--- src/epiu_pkg.sv ---
// package of shared constants and types, plus the pointer arithmetic leaf.
// assumes a single core clock where each rising edge ends one instruction cycle.
`timescale 1ns/100ps
`default_nettype none
package epiu_pkg;
  localparam int ADDR_W = 12;
  localparam int PC_W   = 21;
  // opcode upper bytes of the extension
  localparam logic [7:0]  OP_PTR_ADD  = 8'h00_E8;
  localparam logic [7:0]  OP_PTR_SUB  = 8'h00_E9;
  localparam logic [7:0]  OP_PUSH_LIT = 8'h00_EA;
  localparam logic [7:0]  OP_MOVE_IDX = 8'h00_EB;
  localparam logic [15:0] OP_CALL_WORKING_REGISTER = 16'h0014;
  localparam logic [3:0]  OP_SECOND_WORD = 4'hF;
  localparam logic [1:0]  SEL_FRAME_RET = 2'h3;
  localparam logic [1:0]  SEL_FRAME     = 2'h2;
  localparam logic [20:0] PC_STEP = 21'h00_0002;
  // indexed window for standard byte and bit instructions
  localparam logic [7:0]  IDX_WINDOW_TOP = 8'h5F;
  localparam logic [3:0]  ACCESS_HIGH_BANK = 4'hF;
  // indirect-access register groups: top address of each, four bytes below
  localparam logic [11:0] IND_TOP0 = 12'hFEF;
  localparam logic [11:0] IND_TOP1 = 12'hFE7;
  localparam logic [11:0] IND_TOP2 = 12'hFDF;
  localparam logic [11:0] IND_SPAN = 12'h004;
  localparam logic [7:0]  IND_READ_VALUE = 8'h00;
  // reset values
  localparam logic [11:0] PTR_RESET = 12'h000;
  localparam logic        EXT_RESET = 1'b1;
  localparam logic [1:0]  STRAP_SETTLE = 2'h3;

  typedef struct packed {
    logic              valid;
    logic [ADDR_W-1:0] addr;
    logic [7:0]        data;
  } epiu_mem_write_t;

  typedef struct packed {
    logic            valid;
    logic [PC_W-1:0] target;
  } epiu_pc_req_t;
endpackage

module epiu_ptr_arith (
  input  wire logic [11:0] base,
  input  wire logic [7:0]  literal,
  input  wire logic        subtract,
  output logic      [11:0] result
);
  // wraps modulo the data space, no flag
  assign result = subtract ? base - {4'h0, literal} : base + {4'h0, literal};
endmodule // epiu_ptr_arith
`default_nettype wire

--- src/epiu_unit.sv ---
// decode and execute of the pointer extension instructions.
// assumes: one instruction per core_clk rising edge on instrWord when instrValid,
// memory read data returns one cycle after memRdAddr, core honours pcReq.
// Notes on behaviour
// RULE_01 - extension active when unprogrammed; config strap selects enable.
// RULE_02 - pointer add: 6-bit literal to chosen pointer, one cycle, flags untouched.
// RULE_03 - add with select 11 adds to frame pointer then returns from stack top.
// RULE_04 - frame add and return takes two cycles, second is idle.
// RULE_05 - call through working register pushes pc plus 2 first.
// RULE_06 - then pc low from working register, high and upper from latches.
// RULE_07 - call through working register takes two cycles, second idle.
// RULE_08 - call through working register leaves working, status, bank registers alone.
// RULE_09 - indexed-to-register move reads frame plus offset, writes 12-bit address.
// RULE_10 - two words, two cycles: read in first, write in second.
// RULE_11 - software never targets pc low byte or stack top bytes.
// RULE_12 - indexed source at an indirect register reads as 00h.
// RULE_13 - move addresses may lie anywhere in 000h to FFFh.
// RULE_14 - push literal stores at frame pointer then decrements it, one cycle.
// RULE_15 - pointer subtract: 6-bit literal from chosen pointer, one cycle.
// RULE_16 - subtract with select 11 uses frame pointer, returns, two cycles.
// RULE_17 - indexed-to-indexed move; indirect destination makes it a no-op.
// RULE_18 - enabled, access bit 0, argument up to 5Fh indexes frame pointer.
// RULE_19 - pointer results wrap modulo 4096.
`timescale 1ns/100ps
`default_nettype none
module epiu_unit (
  input  wire logic                    core_clk,
  input  wire logic                    rst,
  input  wire logic                    cfgExtEnablePin,
  input  wire logic                    instrValid,
  input  wire logic [15:0]             instrWord,
  input  wire logic [epiu_pkg::PC_W-1:0] pcCurrent,
  input  wire logic [7:0]              workingRegister,
  input  wire logic [7:0]              pcHighLatch,
  input  wire logic [4:0]              pcUpperLatch,
  input  wire logic [epiu_pkg::PC_W-1:0] topOfReturnStack,
  input  wire logic [7:0]              memRdData,
  input  wire logic [7:0]              stdFileArg,
  input  wire logic                    stdAccessBit,
  input  wire logic [3:0]              bankSelectRegister,
  output logic                         extEnabled,
  output logic [2:0][11:0]             filePtr,
  output logic [11:0]                  memRdAddr,
  output logic                         memRdEn,
  output epiu_pkg::epiu_mem_write_t    memWrite,
  output epiu_pkg::epiu_pc_req_t       pcReq,
  output logic                         stackPush,
  output logic [epiu_pkg::PC_W-1:0]    stackPushValue,
  output logic                         nopCycle,
  output logic [11:0]                  stdMappedAddr
);
  import epiu_pkg::*;

  typedef enum logic [1:0] {ST_DECODE, ST_IDLE2, ST_MOVE2} epiu_state_t;
  epiu_state_t state;

  logic [2:0]  strapSync;
  logic [1:0]  strapCount;
  logic        strapTaken;
  logic [7:0]  opHigh;
  logic [1:0]  sel;
  logic [7:0]  lit6;
  logic        isAdd;
  logic        isSub;
  logic        isPush;
  logic        isMove;
  logic        isCall;
  logic        moveToIndexed;
  logic [11:0] selPtrNext;
  logic [11:0] frameDec;
  logic [11:0] srcAddr;
  logic [11:0] dstIdxAddr;
  logic [11:0] stdIdxAddr;
  logic [11:0] moveDest;
  logic        moveDestOk;

  assign opHigh = instrWord[15:8];
  assign sel    = instrWord[7:6];
  assign lit6   = {2'b00, instrWord[5:0]};
  assign isAdd  = instrValid && extEnabled && state == ST_DECODE && opHigh == OP_PTR_ADD;
  assign isSub  = instrValid && extEnabled && state == ST_DECODE && opHigh == OP_PTR_SUB;
  assign isPush = instrValid && extEnabled && state == ST_DECODE && opHigh == OP_PUSH_LIT;
  assign isMove = instrValid && extEnabled && state == ST_DECODE && opHigh == OP_MOVE_IDX;
  assign isCall = instrValid && extEnabled && state == ST_DECODE && instrWord == OP_CALL_WORKING_REGISTER;

  function automatic logic isIndirect(input logic [11:0] a);
    isIndirect = (a <= IND_TOP0 && a >= IND_TOP0 - IND_SPAN) ||
                 (a <= IND_TOP1 && a >= IND_TOP1 - IND_SPAN) ||
                 (a <= IND_TOP2 && a >= IND_TOP2 - IND_SPAN);
  endfunction

  // RULE_19 wrapping pointer math
  epiu_ptr_arith uSelPtr (
    .base     (sel == SEL_FRAME_RET ? filePtr[SEL_FRAME] : filePtr[sel]),
    .literal  (lit6),
    .subtract (opHigh == OP_PTR_SUB),
    .result   (selPtrNext)
  );
  epiu_ptr_arith uFrameDec (
    .base     (filePtr[SEL_FRAME]),
    .literal  (8'h01),
    .subtract (1'b1),
    .result   (frameDec)
  );
  epiu_ptr_arith uSrcAddr (
    .base     (filePtr[SEL_FRAME]),
    .literal  ({1'b0, instrWord[6:0]}),
    .subtract (1'b0),
    .result   (srcAddr)
  );
  epiu_ptr_arith uDstAddr (
    .base     (filePtr[SEL_FRAME]),
    .literal  ({1'b0, instrWord[6:0]}),
    .subtract (1'b0),
    .result   (dstIdxAddr)
  );
  epiu_ptr_arith uStdAddr (
    .base     (filePtr[SEL_FRAME]),
    .literal  (stdFileArg),
    .subtract (1'b0),
    .result   (stdIdxAddr)
  );

  // RULE_01 strap sync, taken once when the last two stages agree
  always_ff @(posedge core_clk or posedge rst) begin
    if (rst) begin
      strapSync  <= 3'b111;
      strapCount <= 2'h0;
      strapTaken <= 1'b0;
      extEnabled <= EXT_RESET;
    end else begin
      strapSync <= {strapSync[1:0], cfgExtEnablePin};
      if (strapCount != STRAP_SETTLE) begin
        strapCount <= strapCount + 2'h1;
      end else if (!strapTaken && strapSync[1] == strapSync[2]) begin
        // nonvolatile setting: later pin moves are ignored until reset
        strapTaken <= 1'b1;
        extEnabled <= strapSync[2];
      end
    end
  end

  // sequencing of the two-cycle forms
  always_ff @(posedge core_clk or posedge rst) begin
    if (rst) begin
      state    <= ST_DECODE;
      nopCycle <= 1'b0;
    end else begin
      // RULE_04 / RULE_07 / RULE_16 flag the flushed second cycle
      nopCycle <= ((isAdd || isSub) && sel == SEL_FRAME_RET) || isCall;
      case (state)
        ST_DECODE: begin
          // RULE_04 / RULE_07 / RULE_16 second cycle idle
          if (((isAdd || isSub) && sel == SEL_FRAME_RET) || isCall) begin
            state <= ST_IDLE2;
          // RULE_10 wait for the second word
          end else if (isMove) begin
            state <= ST_MOVE2;
          end
        end
        ST_IDLE2: state <= ST_DECODE;
        ST_MOVE2: state <= instrValid ? ST_DECODE : ST_MOVE2;
        default: state <= ST_DECODE;
      endcase
    end
  end

  // pointer registers
  always_ff @(posedge core_clk or posedge rst) begin
    if (rst) begin
      filePtr <= {3{PTR_RESET}};
    end else if (isAdd || isSub) begin
      // RULE_02 / RULE_15 / RULE_03 / RULE_16 select 11 hits frame only
      if (sel == SEL_FRAME_RET) begin
        filePtr[SEL_FRAME] <= selPtrNext;
      end else begin
        filePtr[sel] <= selPtrNext;
      end
    end else if (isPush) begin
      // RULE_14 decrement after store
      filePtr[SEL_FRAME] <= frameDec;
    end
  end

  // RULE_03 / RULE_06 program counter loads
  always_ff @(posedge core_clk or posedge rst) begin
    if (rst) begin
      pcReq <= '0;
    end else if ((isAdd || isSub) && sel == SEL_FRAME_RET) begin
      pcReq <= '{valid: 1'b1, target: topOfReturnStack};
    end else if (isCall) begin
      // RULE_08 pc loads and return address is pushed; working, status and bank untouched
      pcReq <= '{valid: 1'b1, target: {pcUpperLatch, pcHighLatch, workingRegister}};
    end else begin
      pcReq <= '0;
    end
  end

  // RULE_05 return address push
  always_ff @(posedge core_clk or posedge rst) begin
    if (rst) begin
      stackPush      <= 1'b0;
      stackPushValue <= '0;
    end else begin
      stackPush      <= isCall;
      stackPushValue <= isCall ? pcCurrent + PC_STEP : stackPushValue;
    end
  end

  // RULE_09 / RULE_13 source read in the first cycle
  always_ff @(posedge core_clk or posedge rst) begin
    if (rst) begin
      memRdEn       <= 1'b0;
      memRdAddr     <= PTR_RESET;
      moveToIndexed <= 1'b0;
    end else begin
      memRdEn <= isMove;
      if (isMove) begin
        memRdAddr     <= srcAddr;
        moveToIndexed <= instrWord[7];
      end
    end
  end

  // RULE_09 / RULE_17 destination of the second word
  assign moveDest   = moveToIndexed ? dstIdxAddr : instrWord[11:0];
  assign moveDestOk = instrWord[15:12] == OP_SECOND_WORD &&
                      !(moveToIndexed && isIndirect(dstIdxAddr));

  always_ff @(posedge core_clk or posedge rst) begin
    if (rst) begin
      memWrite <= '0;
    end else if (isPush) begin
      // RULE_14 literal stored at the old frame pointer
      memWrite <= '{valid: 1'b1, addr: filePtr[SEL_FRAME], data: instrWord[7:0]};
    end else if (state == ST_MOVE2 && instrValid && moveDestOk) begin
      // RULE_12 indirect source reads as zero
      memWrite <= '{valid: 1'b1, addr: moveDest,
                    data: isIndirect(memRdAddr) ? IND_READ_VALUE : memRdData};
    end else begin
      memWrite <= '0;
    end
  end

  // RULE_18 address mapping for standard byte and bit instructions
  always_ff @(posedge core_clk or posedge rst) begin
    if (rst) begin
      stdMappedAddr <= PTR_RESET;
    end else if (stdAccessBit) begin
      stdMappedAddr <= {bankSelectRegister, stdFileArg};
    end else if (extEnabled && stdFileArg <= IDX_WINDOW_TOP) begin
      stdMappedAddr <= stdIdxAddr;
    end else if (stdFileArg[7]) begin
      stdMappedAddr <= {ACCESS_HIGH_BANK, stdFileArg};
    end else begin
      stdMappedAddr <= {4'h0, stdFileArg};
    end
  end

  a_add_ptr0: assert property (@(posedge core_clk) disable iff (rst) // RULE_02
    isAdd && sel == 2'h0 |=> filePtr[0] == $past(filePtr[0]) + 12'($past(instrWord[5:0])))
    else $error("pointer add result wrong");
  a_sub_ptr1: assert property (@(posedge core_clk) disable iff (rst) // RULE_15
    isSub && sel == 2'h1 |=> filePtr[1] == $past(filePtr[1]) - 12'($past(instrWord[5:0])))
    else $error("pointer subtract result wrong");
  a_frame_return: assert property (@(posedge core_clk) disable iff (rst) // RULE_03
    isAdd && sel == SEL_FRAME_RET |=> pcReq.valid && pcReq.target == $past(topOfReturnStack)
      && filePtr[0] == $past(filePtr[0]))
    else $error("frame add did not return");
  a_frame_idle: assert property (@(posedge core_clk) disable iff (rst) // RULE_04
    (isAdd || isSub) && sel == SEL_FRAME_RET |=> state == ST_IDLE2 ##1 state == ST_DECODE)
    else $error("frame return not two cycles");
  a_call_push: assert property (@(posedge core_clk) disable iff (rst) // RULE_05
    isCall |=> stackPush && stackPushValue == $past(pcCurrent) + PC_STEP)
    else $error("call push value wrong");
  a_call_target: assert property (@(posedge core_clk) disable iff (rst) // RULE_06
    isCall |=> pcReq.target == {$past(pcUpperLatch), $past(pcHighLatch), $past(workingRegister)})
    else $error("call target wrong");
  a_call_nop: assert property (@(posedge core_clk) disable iff (rst) // RULE_07
    isCall |=> nopCycle && !memWrite.valid ##1 !pcReq.valid)
    else $error("call second cycle not idle");
  a_push_store: assert property (@(posedge core_clk) disable iff (rst) // RULE_14
    isPush |=> memWrite.valid && memWrite.addr == $past(filePtr[2])
      && filePtr[2] == $past(filePtr[2]) - 12'h001)
    else $error("push literal wrong");
  a_move_two: assert property (@(posedge core_clk) disable iff (rst) // RULE_10
    isMove |=> memRdEn && memRdAddr == $past(srcAddr) && !memWrite.valid)
    else $error("move read phase wrong");
  a_move_zero: assert property (@(posedge core_clk) disable iff (rst) // RULE_12
    state == ST_MOVE2 && instrValid && moveDestOk && isIndirect(memRdAddr)
      |=> memWrite.valid && memWrite.data == IND_READ_VALUE)
    else $error("indirect source not zero");
  a_std_index: assert property (@(posedge core_clk) disable iff (rst) // RULE_18
    extEnabled && !stdAccessBit && stdFileArg <= IDX_WINDOW_TOP
      |=> stdMappedAddr == $past(filePtr[2]) + 12'($past(stdFileArg)))
    else $error("indexed mapping wrong");
endmodule // epiu_unit
`default_nettype wire

--- config.mk ---
export PLATFORM = sky130hd
export DESIGN_NAME = epiu_unit
export DESIGN_NICKNAME = d
export VERILOG_FILES = /design/src/epiu_pkg.sv /design/src/epiu_unit.sv
export SDC_FILE = /design/constraint.sdc
export NUM_CORES = 1
export LEC_CHECK = 0
export BUFFER_PORTS_ARGS = -buffer_cell sky130_fd_sc_hd__buf_2
export CORE_MARGIN = 5
export CORE_UTILIZATION = 45
export CTS_CLUSTER_DIAMETER = 80
export DETAILED_ROUTE_END_ITERATION = 12
export PLACE_DENSITY_LB_ADDON = 0.12
export SYNTH_ARGS = -nofsm -noshare
export SYNTH_HDL_FRONTEND = slang
export SYNTH_SLANG_ARGS = --single-unit
--- constraint.sdc ---
create_clock -name core_clk -period 5 [get_ports core_clk]
set_input_delay 1 -clock core_clk [delete_from_list [all_inputs] [get_ports core_clk]]
set_output_delay 1 -clock core_clk [all_outputs]
set_load 0.05 [all_outputs]
==> run metrics, run 1 <==
worst slew pin tran=roughly 970 ps; Core Region=roughly 16,000 sq um; Placed Cells=about 1,200; die span in y=between 100 and 150 um; Die Footprint=approximately 19,000 sq um; Yosys warnings=0; vias in the first global route=6,503; Cells after Synth=about 760; TritonCTS clock tree=yes; number of synthesized flops with an enable pin=0; CP arrival=4140 ps; CTS Root Buffer Type=clkbuf_16; fin crit period=slightly below 4000 ps; Synth area leaders=dfrtp_1, ha_1, nand2_1, o21ai_0, xnor2_1; Die X-Extent=139 um; layout cells sized above 1=0.309; GPL Wtd Cong=around 0.87; DR vias/cell=around 5.3; initial antenna violation count=0; Final ANT Viol Nets=0; share of the synthesized area in the top cell type=0.442; # rows=between 40 and 50; Diodes inserted=0; Worst-path clk slew=roughly 60 ps; Mapped Nets=approximately 900; largest net degree at the start of global routing=106; commonest cells in the netlist=dfrtp_1, nand2_1, o21ai_0; Critical Path End Type=flop; Worst R2R Start=filePtr[24]; fin crit share=0.769; Yosys top cell by area=dfrtp_1; H-tree lvl count=4; Power Total=between 2 and 3 mW; worst hold path type=reg -> reg; Layout Cells excl Fill=roughly 1,200; Max VDD drop=0.000214 V; Worst-Skew Late Latency=approximately 420 ps; M3 GR Usage=0.0783; most common cell in the netlist=dfrtp_1; Setup Skew=6.92 ps; Residual DRC=0; global-route wire length before repair=about 35 mm; Rel. slew slack=0.353; status=finished, final reports clean; Worst EP required=roughly 5300 ps; clock sink total=136; Cell Pwr Density=around 290 nW/um^2; ys flop type=dfrtp_1; CTS Buf Count=17; fill cell count=1,522; GR Util met1=0.298; clock buffer depth=2; Worst Setup Start Kind=input port; Initial Util=0.454; sum of negative setup slack=0 ps; drt initial violations=about 400; sequential share of the synthesized area=0.456; Nets=1,124; critical path startpoint=instrWord[14]; Total GRT Usage=0.227; Detailed Place HPWL=between 15 and 20 mm; I/O Pins=232; total iterations of the first detailed-routing run=6; Final setup viols=0; Slew Limit Fails=0; Synth Register Bits=~140; CP max FO=4; Hold Crit Start=strapSync[0]; r2r worst-path depth=11; Distinct cells, synth=66; leak pwr=between 4 and 5 nW; total wire length=between 20 and 25 mm; Placed Area=roughly 9000 sq um; routing usage on met2=0.361; Layout Area Growth over Synthesis=27.0%; RSZ-0062 raised after global routing=false; # hold bufs at CTS=0; post-CTS setup buffer count=0; mean cell area of the mapped netlist=~10 sq um; routed wire length per instance=17.7 um; I/O Buffers=approximately 230; f_max=between 200 and 300 MHz; share of flip-flops with an asynchronous set or reset=1.00; Post-Syn Area=between 7000 and 8000 sq um; Hold Path Stages=0; final hold vios=0; Max Cap Violations=0; Resize count post-CTS=0; total gr overflow=0; design area=between 9000 and 10,000 sq um; Top Usage Layer GRT=met2; routed via count=about 6,500; kind of critical path=in -> reg
-- registers in the layout (all words and copies together), names as in the netlist, 2 cells and up --
name	count
strapSync	3
memRdAddr	12
strapCount	2
pcReq	21
state	2
memWrite	21
stackPushValue	21
stdMappedAddr	12
filePtr	36
-- power by group --
part           internal, mW  switching [mW]
Clock                 0.890           0.475
Sequential             1.11         0.00285
Combinational        0.0832           0.145
Total                  2.08           0.622
-- routing by layer --
| layer | up-vias | wire (um) |
|---|---|---|
| li1 | 3172 | - |
| met1 | 3034 | 9500 |
| met2 | 235 | 9900 |
| met3 | 28 | 1860 |
| met4 | 0 | 346 |
| met5 | - | 0 |
-- metrics by stage --
step	worst slack (ps)	hold WS, ps	util
after floorplan	367	345	-
after global placement	792	346	0.537
after detailed placement	722	347	0.537
after CTS	1160	356	0.576
after global routing	961	356	0.576
final	1160	355	0.576
-- worst max-delay path: stages --
cell and delay, ps:
buf_2 90, and3_1 200, nand3b_1 190, nor4b_2 420, mux2i_1 380, ha_1 290
nor2b_1 140, o31a_1 260, o41a_1 340, a31oi_1 220, nand2b_1 90, xor2_1 170
a221o_1 360
-- area by class of cell --
class / instances / area, sq um / area share
Inverter: 22 / 87.6 / 0.00923
Clock buffer: 22 / 484 / 0.0510
Clock inverter: 10 / 164 / 0.0173
Tap cell: 220 / 275 / 0.0290
Multi-Input combinational cell: 567 / 3830 / 0.404
Sequential cell: 136 / 3410 / 0.359
Timing Repair Buffer: 242 / 1240 / 0.131
-- cell families after synthesis --
family,count (synthesis),share of synthesized area
muxes,45,0.0658
buffers and inverters,60,0.0315
xor gates and xnor gates,53,0.0621
adders and majority gates,34,0.0599
DFF,136,0.456
AOI/OAI and AO/OA,200,0.176
and+or+nand+nor,235,0.149
-- path summary, 6_finish.rpt --
| check | to | slack [ps] |
|---|---|---|
| worst max-delay path | filePtr[33] | 1160 |
| max in group asynchronous | moveToIndexed | 3300 |
| worst min-delay path | strapSync[1] | 350 |
| worst min register to register | strapSync[1] | 350 |
| min in group asynchronous | pcReq[4] | 750 |
| worst max register to register | memWrite[2] | 1590 |
-- placed cells by master (no fill, tap or decap), types with 24 or more instances in the layout --
cell type / n
buf_2: 231
dfrtp_1: 132
nand2_1: 100
o21ai_0: 70
nor2_1: 44
a21oi_1: 34
ha_1: 31
xnor2_1: 29
xor2_1: 24
Power figures use the tool's default switching activity.
==> run 2: changes to the inputs <==
==> constraint.sdc (replaced) <==
create_clock -name core_clk -period 3.6 [get_ports core_clk]
set_input_delay 0.72 -clock core_clk [delete_from_list [all_inputs] [get_ports core_clk]]
set_output_delay 0.72 -clock core_clk [all_outputs]
set_load 0.05 [all_outputs]
==> run metrics, run 2 (same netlist as run 1, synthesis figures left out) <==
routed wl met2=around 10 mm; sum of negative setup slack=0 ps; TritonCTS clock tree=yes; max layer used=met4; Diodes inserted=0; CP max FO=3; Hold Crit Start=strapSync[0]; Die X-Extent=roughly 140 um; Setup Skew=16.3 ps; CTS Root Buffer Type=clkbuf_16; Worst R2R End=memWrite[17]; Power Total=3.78 mW; WHS Endpoint=strapSync[1]; final hold vios=0; Layout Area Growth over Synthesis=30.4%; Detailed Place HPWL=roughly 17 mm; Die Footprint=a little under 20,000 sq um; Slew Limit Fails=0; Worst EP required=between 3000 and 4000 ps; Hold Path Stages=0; Worst-path clk slew=approximately 60 ps; Worst R2R Start=filePtr[24]; DR vias/cell=roughly 5.3; worst slew pin tran=approximately 810 ps; Nets=between 1,000 and 1,500; # hold bufs at CTS=0; drt initial violations=roughly 480; most common cell after layout, fill and taps aside=buf_2; layout cells sized above 1=0.330; total iterations of the first detailed-routing run=5; Hold WS=about 360 ps; total wire length=around 22 mm; f_max=slightly below 300 MHz; worst hold path type=reg -> reg; post-CTS setup buffer count=0; H-tree lvl count=4; CP arrival=3750 ps; Core Util, Final=0.592; I/O Buffers=between 200 and 250; routed wire length per instance=17.6 um; RSZ-0062 raised after global routing=false; design area=9740 sq um; r2r worst-path depth=10; clock sink total=136; I/O Pins=~230; total gr overflow=0; Core Region=approximately 16,000 sq um; Residual DRC=0; met3 routed WL=roughly 2 mm; met1 wire length=just over 9 mm; fin crit period=approximately 3400 ps; Layout Cells excl Fill=approximately 1,200; Max Cap Violations=0; routed via count=~6,600; Final ANT Viol Nets=0; Largest Register=filePtr; Critical Path End Type=flop; Worst Setup Start Kind=input port; Largest register FFs=36; Cell Pwr Density=between 300 and 400 nW/um^2; largest net degree at the start of global routing=137; CTS Buf Count=17; Final setup viols=0; Initial Util=0.454; global-route wire length before repair=~35 mm; pre-CTS worst setup slack=-233 ps; Worst-Skew Late Latency=430 ps; status=finished, final reports clean; kind of critical path=in -> reg; fin crit share=0.956; Placed Cells=around 1,200; Rel. slew slack=0.456; R2R Setup Slk=around 550 ps; fin worst setup slack=roughly 160 ps; commonest non-fill, non-tap cells in the layout=buf_2, dfrtp_1, nand2_1, o21ai_0, nor2_1; die span in y=between 100 and 150 um; Resize count post-CTS=0; leak pwr=approximately 5.1 nW; # rows=47; Max VDD drop=0.000354 V; vias in the first global route=6,603; initial antenna violation count=0; Placed Area=just over 9000 sq um; GPL Wtd Cong=around 0.94; Total GRT Usage=0.228; clock buffer depth=2
## run 2: cell types whose count changed in the layout (fill, tap and decap cells not counted), sizes merged
cell / delta
inv: -2
buf: +28
clkinvlp: +2
## run 2: final cells by class
class                      count  area (sq um)
tap                          220           275
multi-input combinational    567          3860
clock inverter                10           166
clock buffer                  22           474
sequential                   136          3410
inverter                      22          86.3
timing repair buffer         270          1470
fill                        1487          6720
## run 2: critical path, stage by stage
cell	delay, ps
buf_2	90
and3_1	170
nand3b_1	190
nor4b_4	450
mux2i_2	300
ha_1	260
nor2b_1	140
o31a_1	270
o41a_1	350
a31oi_2	180
nand2b_1	90
xor2_1	170
a221o_1	360
## run 2: report_power, final
group	internal (mW)	switching [mW]	total [mW]
Combinational	0.136	0.209	0.346
Sequential	1.54	0.00382	1.54
Clock	1.22	0.671	1.89
## run 2: worst max path at each step
| stage | endpoint | slack (ps) | cells after the start | start |
|---|---|---|---|---|
| after detailed placement | filePtr[33] | -230 | 13 | instrWord[14] |
| after global placement | filePtr[33] | -220 | 13 | instrWord[14] |
| after floorplan | filePtr[33] | -50 | 12 | instrWord[14] |
| after global routing | filePtr[33] | 30 | 13 | instrWord[14] |
| final | filePtr[33] | 160 | 13 | instrWord[14] |
| after CTS | filePtr[33] | 190 | 13 | instrWord[14] |
## run 2: per-layer routing
layer,track usage,vias up
met5,0,-
met4,0.0602,0
met3,0.0862,19
met2,0.372,235
met1,0.288,3101
li1,-,3233
